[config.mk]
export PLATFORM = sky130hd
export DESIGN_NAME = iss_sched
export DESIGN_NICKNAME = d
export VERILOG_FILES = /design/src/iss_pkg.sv /design/src/iss_sched.sv
export SDC_FILE = /design/constraint.sdc
export NUM_CORES = 1
export LEC_CHECK = 0
export ABC_CLOCK_PERIOD_IN_PS = 2900
export BUFFER_PORTS_ARGS = -buffer_cell sky130_fd_sc_hd__buf_2
export CAP_MARGIN = 20
export CORE_MARGIN = 2
export CORE_UTILIZATION = 45
export DETAILED_ROUTE_END_ITERATION = 8
export HOLD_SLACK_MARGIN = 0.03
export PLACE_DENSITY_LB_ADDON = 0.08
export REMOVE_ABC_BUFFERS = 1
export SYNTH_ARGS = -nofsm -noshare
export SYNTH_HDL_FRONTEND = slang
export SYNTH_SLANG_ARGS = --single-unit
[constraint.sdc]
create_clock -name clk_i -period 2.9 [get_ports clk_i]
set_input_delay 0.58 -clock clk_i [delete_from_list [all_inputs] [get_ports clk_i]]
set_output_delay 0.58 -clock clk_i [all_outputs]
set_load 0.05 [all_outputs]
[src/iss_pkg.sv]
// Constants, register map and state type of the split microframe scheduler
package iss_pkg;
   localparam int NUF = 8;
   localparam int CODE_W = 3;
   localparam int CNT_W = 8;
   localparam int FRM_W = 5;
   localparam int UF_W = 3;

   // Wishbone byte addresses
   localparam logic [7:0] A_CTRL = 8'h00;
   localparam logic [7:0] A_MASK = 8'h04;
   localparam logic [7:0] A_RES = 8'h08;
   localparam logic [7:0] A_CNT_LO = 8'h0C;
   localparam logic [7:0] A_CNT_HI = 8'h10;
   localparam logic [7:0] A_FLAGS = 8'h14;
   localparam logic [7:0] A_IRQ_ST = 8'h18;
   localparam logic [7:0] A_IRQ_CLR = 8'h1C;
   localparam logic [7:0] A_IRQ_EN = 8'h20;

   // CTRL fields
   localparam int B_ACTIVE = 0;
   localparam int B_IS_IN = 1;
   localparam int B_UFRM_LO = 8;
   localparam int B_FRM_LO = 11;
   // MASK fields
   localparam int B_SSM_LO = 0;
   localparam int B_CSM_LO = 8;
   // RESULT word: codes above the start mask
   localparam int B_CODE_LO = 8;
   // FLAGS fields
   localparam int B_HALT = 0;
   localparam int B_BABBLE = 1;
   localparam int B_XERR = 2;
   localparam int B_SC = 3;

   // Result code bits
   localparam int C_XERR = 0;
   localparam int C_BABBLE = 1;
   localparam int C_UNDERRUN = 2;
   localparam logic [2:0] CODE_IN_KEEP = 3'h3;
   localparam logic [2:0] CODE_OUT_KEEP = 3'h5;

   // Interrupt events
   localparam int IRQ_W = 4;
   localparam int E_DONE = 0;
   localparam int E_ERR = 1;
   localparam int E_HALT = 2;
   localparam int E_RETIRE = 3;

   // Start splits for IN only below this microframe
   localparam logic [2:0] IN_SS_LIMIT = 3'h4;

   typedef enum logic [1:0] {
      ST_IDLE,
      ST_SS,
      ST_CS
   } iss_state_t;
endpackage

[src/iss_sched.sv]
// Isochronous split microframe scheduler with Wishbone register slave
`timescale 1ns/1ps
`default_nettype none
module iss_sched (
   input  wire logic        clk_i,
   input  wire logic        rst_i,
   input  wire logic        cyc_i,
   input  wire logic        stb_i,
   input  wire logic        we_i,
   input  wire logic [7:0]  adr_i,
   input  wire logic [3:0]  sel_i,
   input  wire logic [31:0] dat_i,
   output logic      [31:0] dat_o,
   output logic             ack_o,
   input  wire logic        sof_i,
   input  wire logic [4:0]  bus_frame_i,
   input  wire logic [2:0]  bus_uframe_i,
   output logic             split_req_o,
   output logic             split_cs_o,
   output logic             split_in_o,
   output logic      [2:0]  split_uframe_o,
   input  wire logic        split_done_i,
   input  wire logic [2:0]  split_result_i,
   input  wire logic        split_halt_i,
   input  wire logic [7:0]  split_count_i,
   output logic             irq_o
);
   iss_pkg::iss_state_t state_reg;
   iss_pkg::iss_state_t state_next;

   logic        ack_reg;
   logic [31:0] dat_reg;
   logic        active_reg;
   logic        is_in_reg;
   logic [7:0]  uframe_reg;
   logic [7:0]  ssm_reg;
   logic [7:0]  ssm_next;
   logic [7:0]  csm_reg;
   logic [7:0]  csm_next;
   logic [2:0]  cur_reg;
   logic        halt_reg;
   logic        sc_reg;
   logic [3:0]  ist_reg;
   logic [3:0]  ien_reg;
   logic        irq_reg;
   logic        req_reg;
   logic [2:0]  code_reg [0:7];
   logic [7:0]  cnt_reg [0:7];

   // Bus decode
   wire         acc = cyc_i & stb_i & ~ack_reg;
   wire         wr = acc & we_i;
   wire [31:0]  bmask = {{8{sel_i[3]}}, {8{sel_i[2]}},
                         {8{sel_i[1]}}, {8{sel_i[0]}}};
   wire [31:0]  wdat = dat_i & bmask;
   wire         wr_ctrl = wr && (adr_i == iss_pkg::A_CTRL);
   wire         wr_mask = wr && (adr_i == iss_pkg::A_MASK);
   wire         wr_iclr = wr && (adr_i == iss_pkg::A_IRQ_CLR);
   wire         wr_ien = wr && (adr_i == iss_pkg::A_IRQ_EN);

   // Packed result word and count words
   logic [23:0] codes;
   logic [7:0]  any_xerr;
   logic [7:0]  any_babble;
   genvar g;
   generate
      for (g = 0; g < iss_pkg::NUF; g = g + 1)
      begin : g_pack
         assign codes[g*3 +: 3] = code_reg[g];
         assign any_xerr[g] = code_reg[g][iss_pkg::C_XERR];
         assign any_babble[g] = code_reg[g][iss_pkg::C_BABBLE];
      end
   endgenerate

   wire [31:0] res_word = {codes, ssm_reg};
   wire [31:0] cnt_lo = {cnt_reg[3], cnt_reg[2], cnt_reg[1], cnt_reg[0]};
   wire [31:0] cnt_hi = {cnt_reg[7], cnt_reg[6], cnt_reg[5], cnt_reg[4]};
   wire        babble_flag = |any_babble;
   wire        xerr_flag = |any_xerr;
   wire [31:0] flags_word = {28'h0000000, sc_reg, xerr_flag,
                             babble_flag, halt_reg};
   wire [31:0] ctrl_word = {16'h0000, uframe_reg, 6'h00,
                            is_in_reg, active_reg};
   wire [31:0] mask_word = {16'h0000, csm_reg, ssm_reg};
   wire [31:0] ist_word = {28'h0000000, ist_reg};
   wire [31:0] ien_word = {28'h0000000, ien_reg};

   logic [31:0] rdat;
   always_comb
   begin
      if (adr_i == iss_pkg::A_CTRL)
         rdat = ctrl_word;
      else if (adr_i == iss_pkg::A_MASK)
         rdat = mask_word;
      else if (adr_i == iss_pkg::A_RES)
         rdat = res_word;
      else if (adr_i == iss_pkg::A_CNT_LO)
         rdat = cnt_lo;
      else if (adr_i == iss_pkg::A_CNT_HI)
         rdat = cnt_hi;
      else if (adr_i == iss_pkg::A_FLAGS)
         rdat = flags_word;
      else if (adr_i == iss_pkg::A_IRQ_ST)
         rdat = ist_word;
      else if (adr_i == iss_pkg::A_IRQ_EN)
         rdat = ien_word;
      else
         rdat = 32'h00000000;
   end

   // Microframe selection
   wire [4:0] desc_frame = uframe_reg[7:3];
   wire       fmatch = (desc_frame == bus_frame_i);
   wire       ss_ok = ~is_in_reg
                      | (bus_uframe_i < iss_pkg::IN_SS_LIMIT);
   wire       hit_ss = ssm_reg[bus_uframe_i] & fmatch & ss_ok;
   wire       hit_cs = csm_reg[bus_uframe_i] & fmatch & is_in_reg;
   wire       start = (state_reg == iss_pkg::ST_IDLE) & sof_i & active_reg;
   wire       go_ss = start & hit_ss;
   wire       go_cs = start & ~hit_ss & hit_cs;
   wire       ss_end = (state_reg == iss_pkg::ST_SS) & split_done_i;
   wire       cs_end = (state_reg == iss_pkg::ST_CS) & split_done_i;
   wire       any_end = ss_end | cs_end;
   wire       chain_cs = ss_end & is_in_reg & csm_reg[cur_reg];
   wire       retire = active_reg & (state_reg == iss_pkg::ST_IDLE)
                       & (ssm_reg == 8'h00) & (csm_reg == 8'h00);
   wire [2:0] keep = is_in_reg ? iss_pkg::CODE_IN_KEEP
                               : iss_pkg::CODE_OUT_KEEP;
   wire [2:0] code_in = split_result_i & keep;
   wire [7:0] cur_hot = 8'h01 << cur_reg;

   always_comb
   begin
      state_next = state_reg;
      case (state_reg)
         iss_pkg::ST_IDLE:
            if (go_ss)
               state_next = iss_pkg::ST_SS;
            else if (go_cs)
               state_next = iss_pkg::ST_CS;
         iss_pkg::ST_SS:
            if (chain_cs)
               state_next = iss_pkg::ST_CS;
            else if (ss_end)
               state_next = iss_pkg::ST_IDLE;
         iss_pkg::ST_CS:
            if (cs_end)
               state_next = iss_pkg::ST_IDLE;
         default:
            state_next = iss_pkg::ST_IDLE;
      endcase
   end

   // Hardware clear after processing; a software set in the same cycle wins
   wire [7:0] ss_clr = ss_end ? cur_hot : 8'h00;
   wire [7:0] cs_clr = cs_end ? cur_hot : 8'h00;
   wire [7:0] ss_set = wr_mask ? wdat[iss_pkg::B_SSM_LO +: 8] : 8'h00;
   wire [7:0] cs_set = wr_mask ? wdat[iss_pkg::B_CSM_LO +: 8] : 8'h00;
   assign ssm_next = (ssm_reg & ~ss_clr) | ss_set;
   assign csm_next = (csm_reg & ~cs_clr) | cs_set;

   wire [3:0] events = {retire, any_end & split_halt_i,
                        any_end & (|code_in), any_end};
   wire [3:0] iclr = wr_iclr ? wdat[3:0] : 4'h0;

   // Bus answer and interrupt state; an event beats a clear
   always_ff @(posedge clk_i)
   begin
      if (rst_i)
      begin
         ack_reg <= 1'b0;
         dat_reg <= 32'h00000000;
         ist_reg <= 4'h0;
         ien_reg <= 4'h0;
         irq_reg <= 1'b0;
      end
      else
      begin
         ack_reg <= acc;
         if (acc)
            dat_reg <= rdat;
         ist_reg <= (ist_reg & ~iclr) | events;
         if (wr_ien)
            ien_reg <= wdat[3:0];
         irq_reg <= |(ist_reg & ien_reg);
      end
   end

   // Mask bits
   always_ff @(posedge clk_i)
   begin
      if (rst_i)
      begin
         ssm_reg <= 8'h00;
         csm_reg <= 8'h00;
      end
      else
      begin
         ssm_reg <= ssm_next;
         csm_reg <= csm_next;
      end
   end

   // Split engine; request stays up across a chained complete split
   always_ff @(posedge clk_i)
   begin
      if (rst_i)
      begin
         state_reg <= iss_pkg::ST_IDLE;
         cur_reg <= 3'h0;
         req_reg <= 1'b0;
         sc_reg <= 1'b0;
      end
      else
      begin
         state_reg <= state_next;
         if (start)
            cur_reg <= bus_uframe_i;
         req_reg <= (state_next != iss_pkg::ST_IDLE) & ~any_end
                    | chain_cs;
         if (go_ss)
            sc_reg <= 1'b0;
         else if (go_cs | chain_cs)
            sc_reg <= 1'b1;
      end
   end

   // Control register; hardware drops active once both masks are empty
   always_ff @(posedge clk_i)
   begin
      if (rst_i)
      begin
         active_reg <= 1'b0;
         is_in_reg <= 1'b0;
         uframe_reg <= 8'h00;
         halt_reg <= 1'b0;
      end
      else
      begin
         if (wr_ctrl && sel_i[0])
         begin
            active_reg <= wdat[iss_pkg::B_ACTIVE];
            is_in_reg <= wdat[iss_pkg::B_IS_IN];
         end
         else if (retire)
            active_reg <= 1'b0;
         if (wr_ctrl && sel_i[1])
            uframe_reg <= wdat[iss_pkg::B_UFRM_LO +: 8];
         if (any_end && split_halt_i)
            halt_reg <= 1'b1;
         else if (wr_ctrl && wdat[iss_pkg::B_ACTIVE])
            halt_reg <= 1'b0;
      end
   end

   // Per microframe result and count fields
   generate
      for (g = 0; g < iss_pkg::NUF; g = g + 1)
      begin : g_uf
         wire mine = (cur_reg == 3'(g));
         wire put_code = any_end & mine;
         wire put_cnt = put_code & is_in_reg;
         always_ff @(posedge clk_i)
         begin
            if (rst_i)
            begin
               code_reg[g] <= 3'h0;
               cnt_reg[g] <= 8'h00;
            end
            else
            begin
               if (put_code)
                  code_reg[g] <= code_in;
               if (put_cnt)
                  cnt_reg[g] <= split_count_i;
            end
         end
      end
   endgenerate

   // Outputs
   logic       cs_out_reg;
   logic [2:0] uf_out_reg;
   always_ff @(posedge clk_i)
   begin
      if (rst_i)
      begin
         cs_out_reg <= 1'b0;
         uf_out_reg <= 3'h0;
      end
      else
      begin
         cs_out_reg <= (state_next == iss_pkg::ST_CS);
         if (start)
            uf_out_reg <= bus_uframe_i;
      end
   end

   assign dat_o = dat_reg;
   assign ack_o = ack_reg;
   assign irq_o = irq_reg;
   assign split_req_o = req_reg;
   assign split_cs_o = cs_out_reg;
   assign split_in_o = is_in_reg;
   assign split_uframe_o = uf_out_reg;
endmodule
`default_nettype wire

==> flow_summary_export.csv, run 1 <==
group,metric,value,unit
yosys,syn_avg_cell_area,10.47,um2
drt,vias,6204,
worst_setup_path,crit_required,3190,ps
drt,vias_per_cell,5.892,
worst_setup_path,cp_slowest_stage_delay,740,ps
clocking,cts_tree,"yes",
yosys,syn_inst,725,
grt,track_usage,0.2500,
drt,initialDrtViolationCount,756,
final_layout,fillers,1497,
power,power_frac_seq,0.511,
timing,rsz0062_at_grt,"no",
power,p_switching,0.001176,W
grt,grt_pass1_wl,33840,um
worst_setup_path,path_class,"register to register",
power,p_int,0.003787,W
worst_setup_path,crit_slowest_cell,"nor4_1",
final_layout,multi_input_area,3217,um2
floorplan,die_w,133.9,um
clocking,insertion_delay,430,ps
clocking,clk_pin_slew,60,ps
placement,routabilityCongestion,0.8924,
yosys,yosys.cell_types.count,62,
timing,setup_ws,614.5,ps
power,p_comb_frac,0.054,
timing,slew_headroom,0.4571,
placement,dp_hpwl,15990,um
worst_setup_path,arrival,2580,ps
power,ir_worst_vdd,0.4536,mV
grt,grt_pass1_vias,6000,
clocking,cts.sinks,165,
yosys,async_reset_ff_frac,0,
final_layout,largest_reg_flops,64,
grt,antenna_found_initial,0,
floorplan,fp.dieH,133.9,um
worst_setup_path,cp_top_family,"simple AND/OR/NAND/NOR gates",
final_layout,antennaDiodeCount,0,
grt,grtUsageMet3,0.03590,
clocking,cts_buffers,17,
floorplan,num_rows,47,
clocking,htreeDepth,4,
timing,drv_slew,0,
drt,ant_nets,0,
placement,portBuffers,92,
drt,wl_per_cell,20.88,um
power,switching_share,0.2370,
floorplan,core_area,16520,um2
flow_run,maxCapViolCount,0,
worst_setup_path,cp-start-kind,"register",
floorplan,dieArea,17930,um2
yosys,yosys_register_bits,165,
yosys,yosys-top-cells-area,"edfxtp_1 35%, dfxtp_1 20%, and2_1 5.2%",
min_path,hold_path.class,"input port to register",
timing,final-hold-violation-count,0,
yosys,synth-edff-count,88,
final_layout,syn_to_final_growth,17.55,%
timing,setup_viol,0,
worst_setup_path,reg2reg_depth,5,
worst_setup_path,critPathBufInv,1,
timing,fmax,0.4375,GHz
grt,overflow,0,
min_path,whs_path_depth,3,
yosys,netlist_area,7594,um2
power,power.clock.fraction,0.435,
yosys,yosysTopAreaCell,"edfxtp_1",
placement,post-place-ws,273.6,ps
timing,setup-tns-final,0,ps
power,powerDensity,556.1,nW/um2
grt,globalRoute.busiestLayer,"met2",
grt,met2_usage,0.3832,
final_layout,ff_latch_area,4184,um2
drt,drc,0,
grt,use_met1,0.3646,
final_layout,nets,891,
yosys,synth_top_area_frac,0.3480,
timing,min_period,2286,ps
worst_setup_path,end_kind,"register",
floorplan,pin_count,111,
outcome,outcome,"complete, no violations",
floorplan,start_util,0.4595,
timing,skew,9.965,ps
worst_setup_path,path_max_fanout,6,
clocking,ctsHoldBuffers,0,
worst_setup_path,worstPathCellList,"xor2_1 > nand2_1 > nor4_1 > buf_4 > and3_1",
worst_setup_path,crit_cells,5,
drt,firstDrtPassIters,6,
timing,tightest_slew,806.9,ps
clocking,cts_resized,0,
yosys,yosysSeqAreaShare,0.5510,
timing,fin_crit_sh,0.7881,
clocking,postCtsSetupRepairBufs,0,
clocking,root_buffer,"clkbuf_16",
clocking,clock_path_buffers,2,
power,p_leak,3.418,nW
drt,wl,21990,um
grt,grt_max_degree,40,
yosys,synth-main-ff-cell,"edfxtp_1",
yosys,ys.warnings.count,0,
final_layout,drive_gt1_frac,0.2125,
area by class of cell:
class	instances	share of cell area
Tap cell	220	0.03084
Clock buffer	19	0.04850
Sequential cell	165	0.4687
Inverter	2	0.0008410
Timing Repair Buffer	121	0.07682
Multi-Input combinational cell	513	0.3604
Clock inverter	13	0.01388
worst paths after layout:
check | start | end | slack (ps)
min | dat_i[12] | csm_reg[4] | 400
max | state_reg[0] | cnt_reg[1][0] | 610
max reg2reg | state_reg[0] | cnt_reg[1][0] | 610
min reg2reg | dat_o[18] | dat_o[18] | 450
Yosys cell counts (2+ instances only):
cell type,number
a22oi_1,11
and3_1,31
nand4b_1,2
a222oi_1,20
nor4_1,13
a221o_1,2
nand2b_1,11
nor3_4,2
o21a_1,9
xor2_1,4
dfxtp_1,77
and2_1,63
nor2b_1,8
edfxtp_1,88
a2bb2oi_1,3
a21o_1,6
nand3_1,14
a221oi_1,2
mux4_2,6
mux2i_1,18
o21ai_0,56
or2_2,5
or4_1,5
inv_1,2
nand3b_1,3
a211oi_1,4
nor3_2,2
xnor2_1,3
clkbuf_1,35
nor3_1,7
buf_4,3
nor2_1,44
o21bai_1,4
nor2_2,2
o2bb2ai_1,2
o31ai_1,2
nand2_1,75
buf_2,5
a21oi_1,46
nor4_4,2
or3_1,4
a31oi_1,4
metal layers:
| metal | routed length, um | vias up | part of all wire |
|---|---|---|---|
| met5 | 0 | - | 0 |
| met3 | 1716 | 31 | 0.078 |
| met4 | 466 | 0 | 0.021 |
| met2 | 10030 | 281 | 0.46 |
| li1 | - | 2883 | - |
| met1 | 9772 | 3009 | 0.44 |
per-stage QoR:
stage	area [um2]	util	hold slack [ps]	total power (W)	cells
floorplan	7406	-	421.6	0.002683	680
CTS	8926	0.5402	385.2	0.004981	1053
detailed placement	8369	0.5065	437.2	0.002850	1021
global route	8926	0.5402	406.0	0.005111	1053
global placement	8354	0.5056	431.9	0.002841	1020
finish	8926	0.5402	401.3	0.004963	1053
power groups by stage:
stage / logic, W / registers (W) / clock network [W]
floorplan: 0.0000995 / 0.00258 / 0
global placement: 0.000258 / 0.00258 / 0
detailed placement: 0.000265 / 0.00258 / 0
CTS: 0.000266 / 0.00253 / 0.00218
global route: 0.000289 / 0.00254 / 0.00228
finish: 0.000268 / 0.00253 / 0.00216
worst min-delay path, delay by kind of cell:
kind / cells / cell delay [ps]
buf+inv: 1 / 100
simple gates: 1 / 50
compound gates: 1 / 50
cell families after synthesis:
group           Yosys count  synth area share
flops                   165            0.5510
compound gates          178            0.1522
simple gates            303            0.2200
mux                      25           0.04301
buf+inv                  47           0.02570
xor+xnor                  7          0.008074
layout by cell type, fill, tap and decap left out, drive strengths merged, types with 5 or more instances in the layout:
master  count
mux4        6
or2         5
o21a        9
clkbuf     19
buf       121
nand2      76
a21oi      46
mux2i      18
a22oi      11
or4         6
inv         8
and2       63
nand3      14
nor2b       8
dfxtp      77
a222oi     20
nor4       15
a21o        6
nor2       46
nor3       11
edfxtp     88
and3       31
nand2b     11
o21ai      56
Power figures use the tool's default switching activity.
==> run 2, diff against run 1 <==
--- a/config.mk
+++ b/config.mk
@@ -5,7 +5,8 @@
 export SDC_FILE = /design/constraint.sdc
 export NUM_CORES = 1
 export LEC_CHECK = 0
-export ABC_CLOCK_PERIOD_IN_PS = 2900
+export ABC_AREA = 1
+export ABC_CLOCK_PERIOD_IN_PS = 2200
 export BUFFER_PORTS_ARGS = -buffer_cell sky130_fd_sc_hd__buf_2
 export CAP_MARGIN = 20
 export CORE_MARGIN = 2
==> constraint.sdc (replaced) <==
create_clock -name clk_i -period 2.2 [get_ports clk_i]
set_input_delay 0.44 -clock clk_i [delete_from_list [all_inputs] [get_ports clk_i]]
set_output_delay 0.44 -clock clk_i [all_outputs]
set_load 0.05 [all_outputs]
==> run 2 against run 1 <==
Hold slack lost 130 ps. Sequential power grew 31%. Combinational power grew 36%. Synthesized area grew 1.4%. Die area grew 1.4%. Power grew 30%. First-iteration DRC count shrank 19%. Critical path type is now register to output pin. Highest routed layer unchanged.
==> flow_summary_export.csv, run 2 <==
group,metric,value,unit
drt,wl,21370,um
final_layout,nets,1108,
worst_setup_path,end_kind,"output pin",
timing,skew,7.977,ps
yosys,yosysMostFrequentCell,"nand2_1",
placement,portBuffers,92,
power,powerDensity,715.9,nW/um2
outcome,outcome,"complete, no violations",
final_layout,largest_reg_flops,64,
yosys,netlist_area,7700,um2
clocking,cts_buffers,17,
grt,grt_pass1_vias,6101,
yosys,async_reset_ff_frac,0,
floorplan,num_rows,47,
final_layout,syn_to_final_growth,17.32,%
floorplan,start_util,0.4627,
drt,vias,6558,
drt,top_layer,"met4",
placement,post-place-ws,254.0,ps
drt,wl_per_cell,16.83,um
final_layout,stdcell_count,1270,
yosys,yosysTopAreaCell,"edfxtp_1",
floorplan,core_area,16640,um2
yosys,yosysSeqAreaShare,0.5434,
yosys,ys.warnings.count,0,
timing,fin_crit_sh,0.8183,
timing,setup_ws,399.8,ps
timing,final-hold-violation-count,0,
drt,firstDrtPassIters,6,
grt,grt_max_degree,73,
yosys,synth_top_area_frac,0.3432,
yosys,yosys_register_bits,165,
drt,met1_length,10170,um
min_path,hold_path.class,"input port to register",
clocking,clk_pin_slew,70,ps
floorplan,die_w,134.8,um
power,p_leak,3.682,nW
floorplan,pin_count,111,
timing,slew_headroom,0.5407,
clocking,htreeDepth,4,
floorplan,dieArea,18170,um2
timing,tightest_slew,688.2,ps
yosys,yosys.cell_types.count,40,
timing,setup-tns-final,0,ps
worst_setup_path,path_max_fanout,12,
yosys,synth_commonest_cells,"227 x nand2_1, 135 x nor2_1, 88 x edfxtp_1",
worst_setup_path,cp-start-kind,"register",
timing,setup_viol,0,
yosys,synth-edff-count,88,
yosys,syn_inst,935,
clocking,postCtsSetupRepairBufs,0,
floorplan,fp.dieH,134.8,um
timing,min_period,1800,ps
drt,ant_nets,0,
grt,grt_pass1_wl,33380,um
final_layout,drive_gt1_frac,0.1952,
clocking,cts_tree,"yes",
drt,wl_met2,9732,um
power,ir_worst_vdd,0.5539,mV
yosys,yosys-top-cells-area,"edfxtp_1 34%, dfxtp_1 20%, nand2_1 11%",
drt,met3_length,1190,um
placement,place_inst,1238,
grt,track_usage,0.2431,
flow_run,maxCapViolCount,0,
final_layout,final_common_cell,"nand2_1",
drt,initialDrtViolationCount,611,
grt,antenna_found_initial,0,
drt,drc,0,
yosys,synth-main-ff-cell,"edfxtp_1",
final_layout,final_cell_mix,"227 x nand2_1, 135 x nor2_1, 92 x buf_2",
worst_setup_path,arrival,1360,ps
placement,routabilityCongestion,0.8965,
clocking,cts.sinks,165,
clocking,ctsHoldBuffers,0,
timing,drv_slew,0,
clocking,insertion_delay,430,ps
timing,fmax,0.5555,GHz
timing,rsz0062_at_grt,"no",
grt,overflow,0,
worst_setup_path,crit_required,1760,ps
final_layout,antennaDiodeCount,0,
clocking,clock_path_buffers,2,
worst_setup_path,path_class,"register to output pin",
clocking,root_buffer,"clkbuf_16",
power,total_power,0.006467,W
clocking,cts_resized,0,
placement,dp_hpwl,15290,um
yosys,syn_avg_cell_area,8.235,um2
drt,vias_per_cell,5.164,
run 2: changes by cell type after synthesis, moves of 20 or more:
cell and change:
inv_1 +83, a222oi_1 -20, nor2_1 +91, and2_1 -62, nand3_1 +49, a21oi_1 +41
and3_1 -31, clkbuf_1 -23, nand2_1 +152
run 2: stage by stage:
stage	hold slack, ps	area [um2]	utilization
2_1_floorplan	432.5	7530	-
3_3_place_gp	452.1	8491	0.5102
5_1_grt	284.3	9034	0.5428
3_5_place_dp	452.7	8491	0.5102
6_report	276.2	9034	0.5428
4_1_cts	273.1	9034	0.5428
run 2: final timing paths:
kind                     startpoint  slack (ps)              to  depth (start not counted)
setup / recovery         split_in_o         400      split_in_o                          2
setup reg to reg  split_uframe_o[2]         470  cnt_reg[1][11]                          5
hold / removal             dat_i[7]         280      ssm_reg[7]                          3
hold reg to reg           dat_o[26]         460       dat_o[26]                          2
run 2: area by class of cell:
| cell class | instances | area [um2] |
|---|---|---|
| clock buffers | 18 | 439.2 |
| clock inverters | 14 | 103.9 |
| fillers | 1640 | 7609 |
| inverters | 98 | 370.4 |
| multi-input cells | 638 | 2975 |
| flip-flops and latches | 165 | 4184 |
| well taps | 220 | 275.3 |
| repair buffers | 117 | 685.7 |
run 2: worst max-delay path, stage by stage, from the launching register on:
cell	delay, ps
dfxtp_1	340
buf_4	270
buf_2	320
run 2: where the power goes:
| part | switching (W) | leakage [nW] | internal, W |
|---|---|---|---|
| Combinational | 0.000265 | 1.88 | 0.0000995 |
| Sequential | 0.0000231 | 1.53 | 0.00330 |
| Clock | 0.00130 | 0.270 | 0.00148 |
run 2: per-layer routing:
layer / vias to the layer above / GRT usage
met4: 0 / 0.06784
met3: 21 / 0.03979
met5: - / 0
met1: 3059 / 0.3513
li1: 3267 / -
met2: 211 / 0.3796
run 2: logic make-up (layout without fill, tap and decap cells):
group,after synthesis,after routing,synth area share
AND/OR/NAND/NOR,483,483,0.2753
flip-flops,165,165,0.5434
AO/OA/AOI/OAI,152,152,0.1077
buffers and inverters,132,247,0.07020
XOR/XNOR,3,3,0.003413
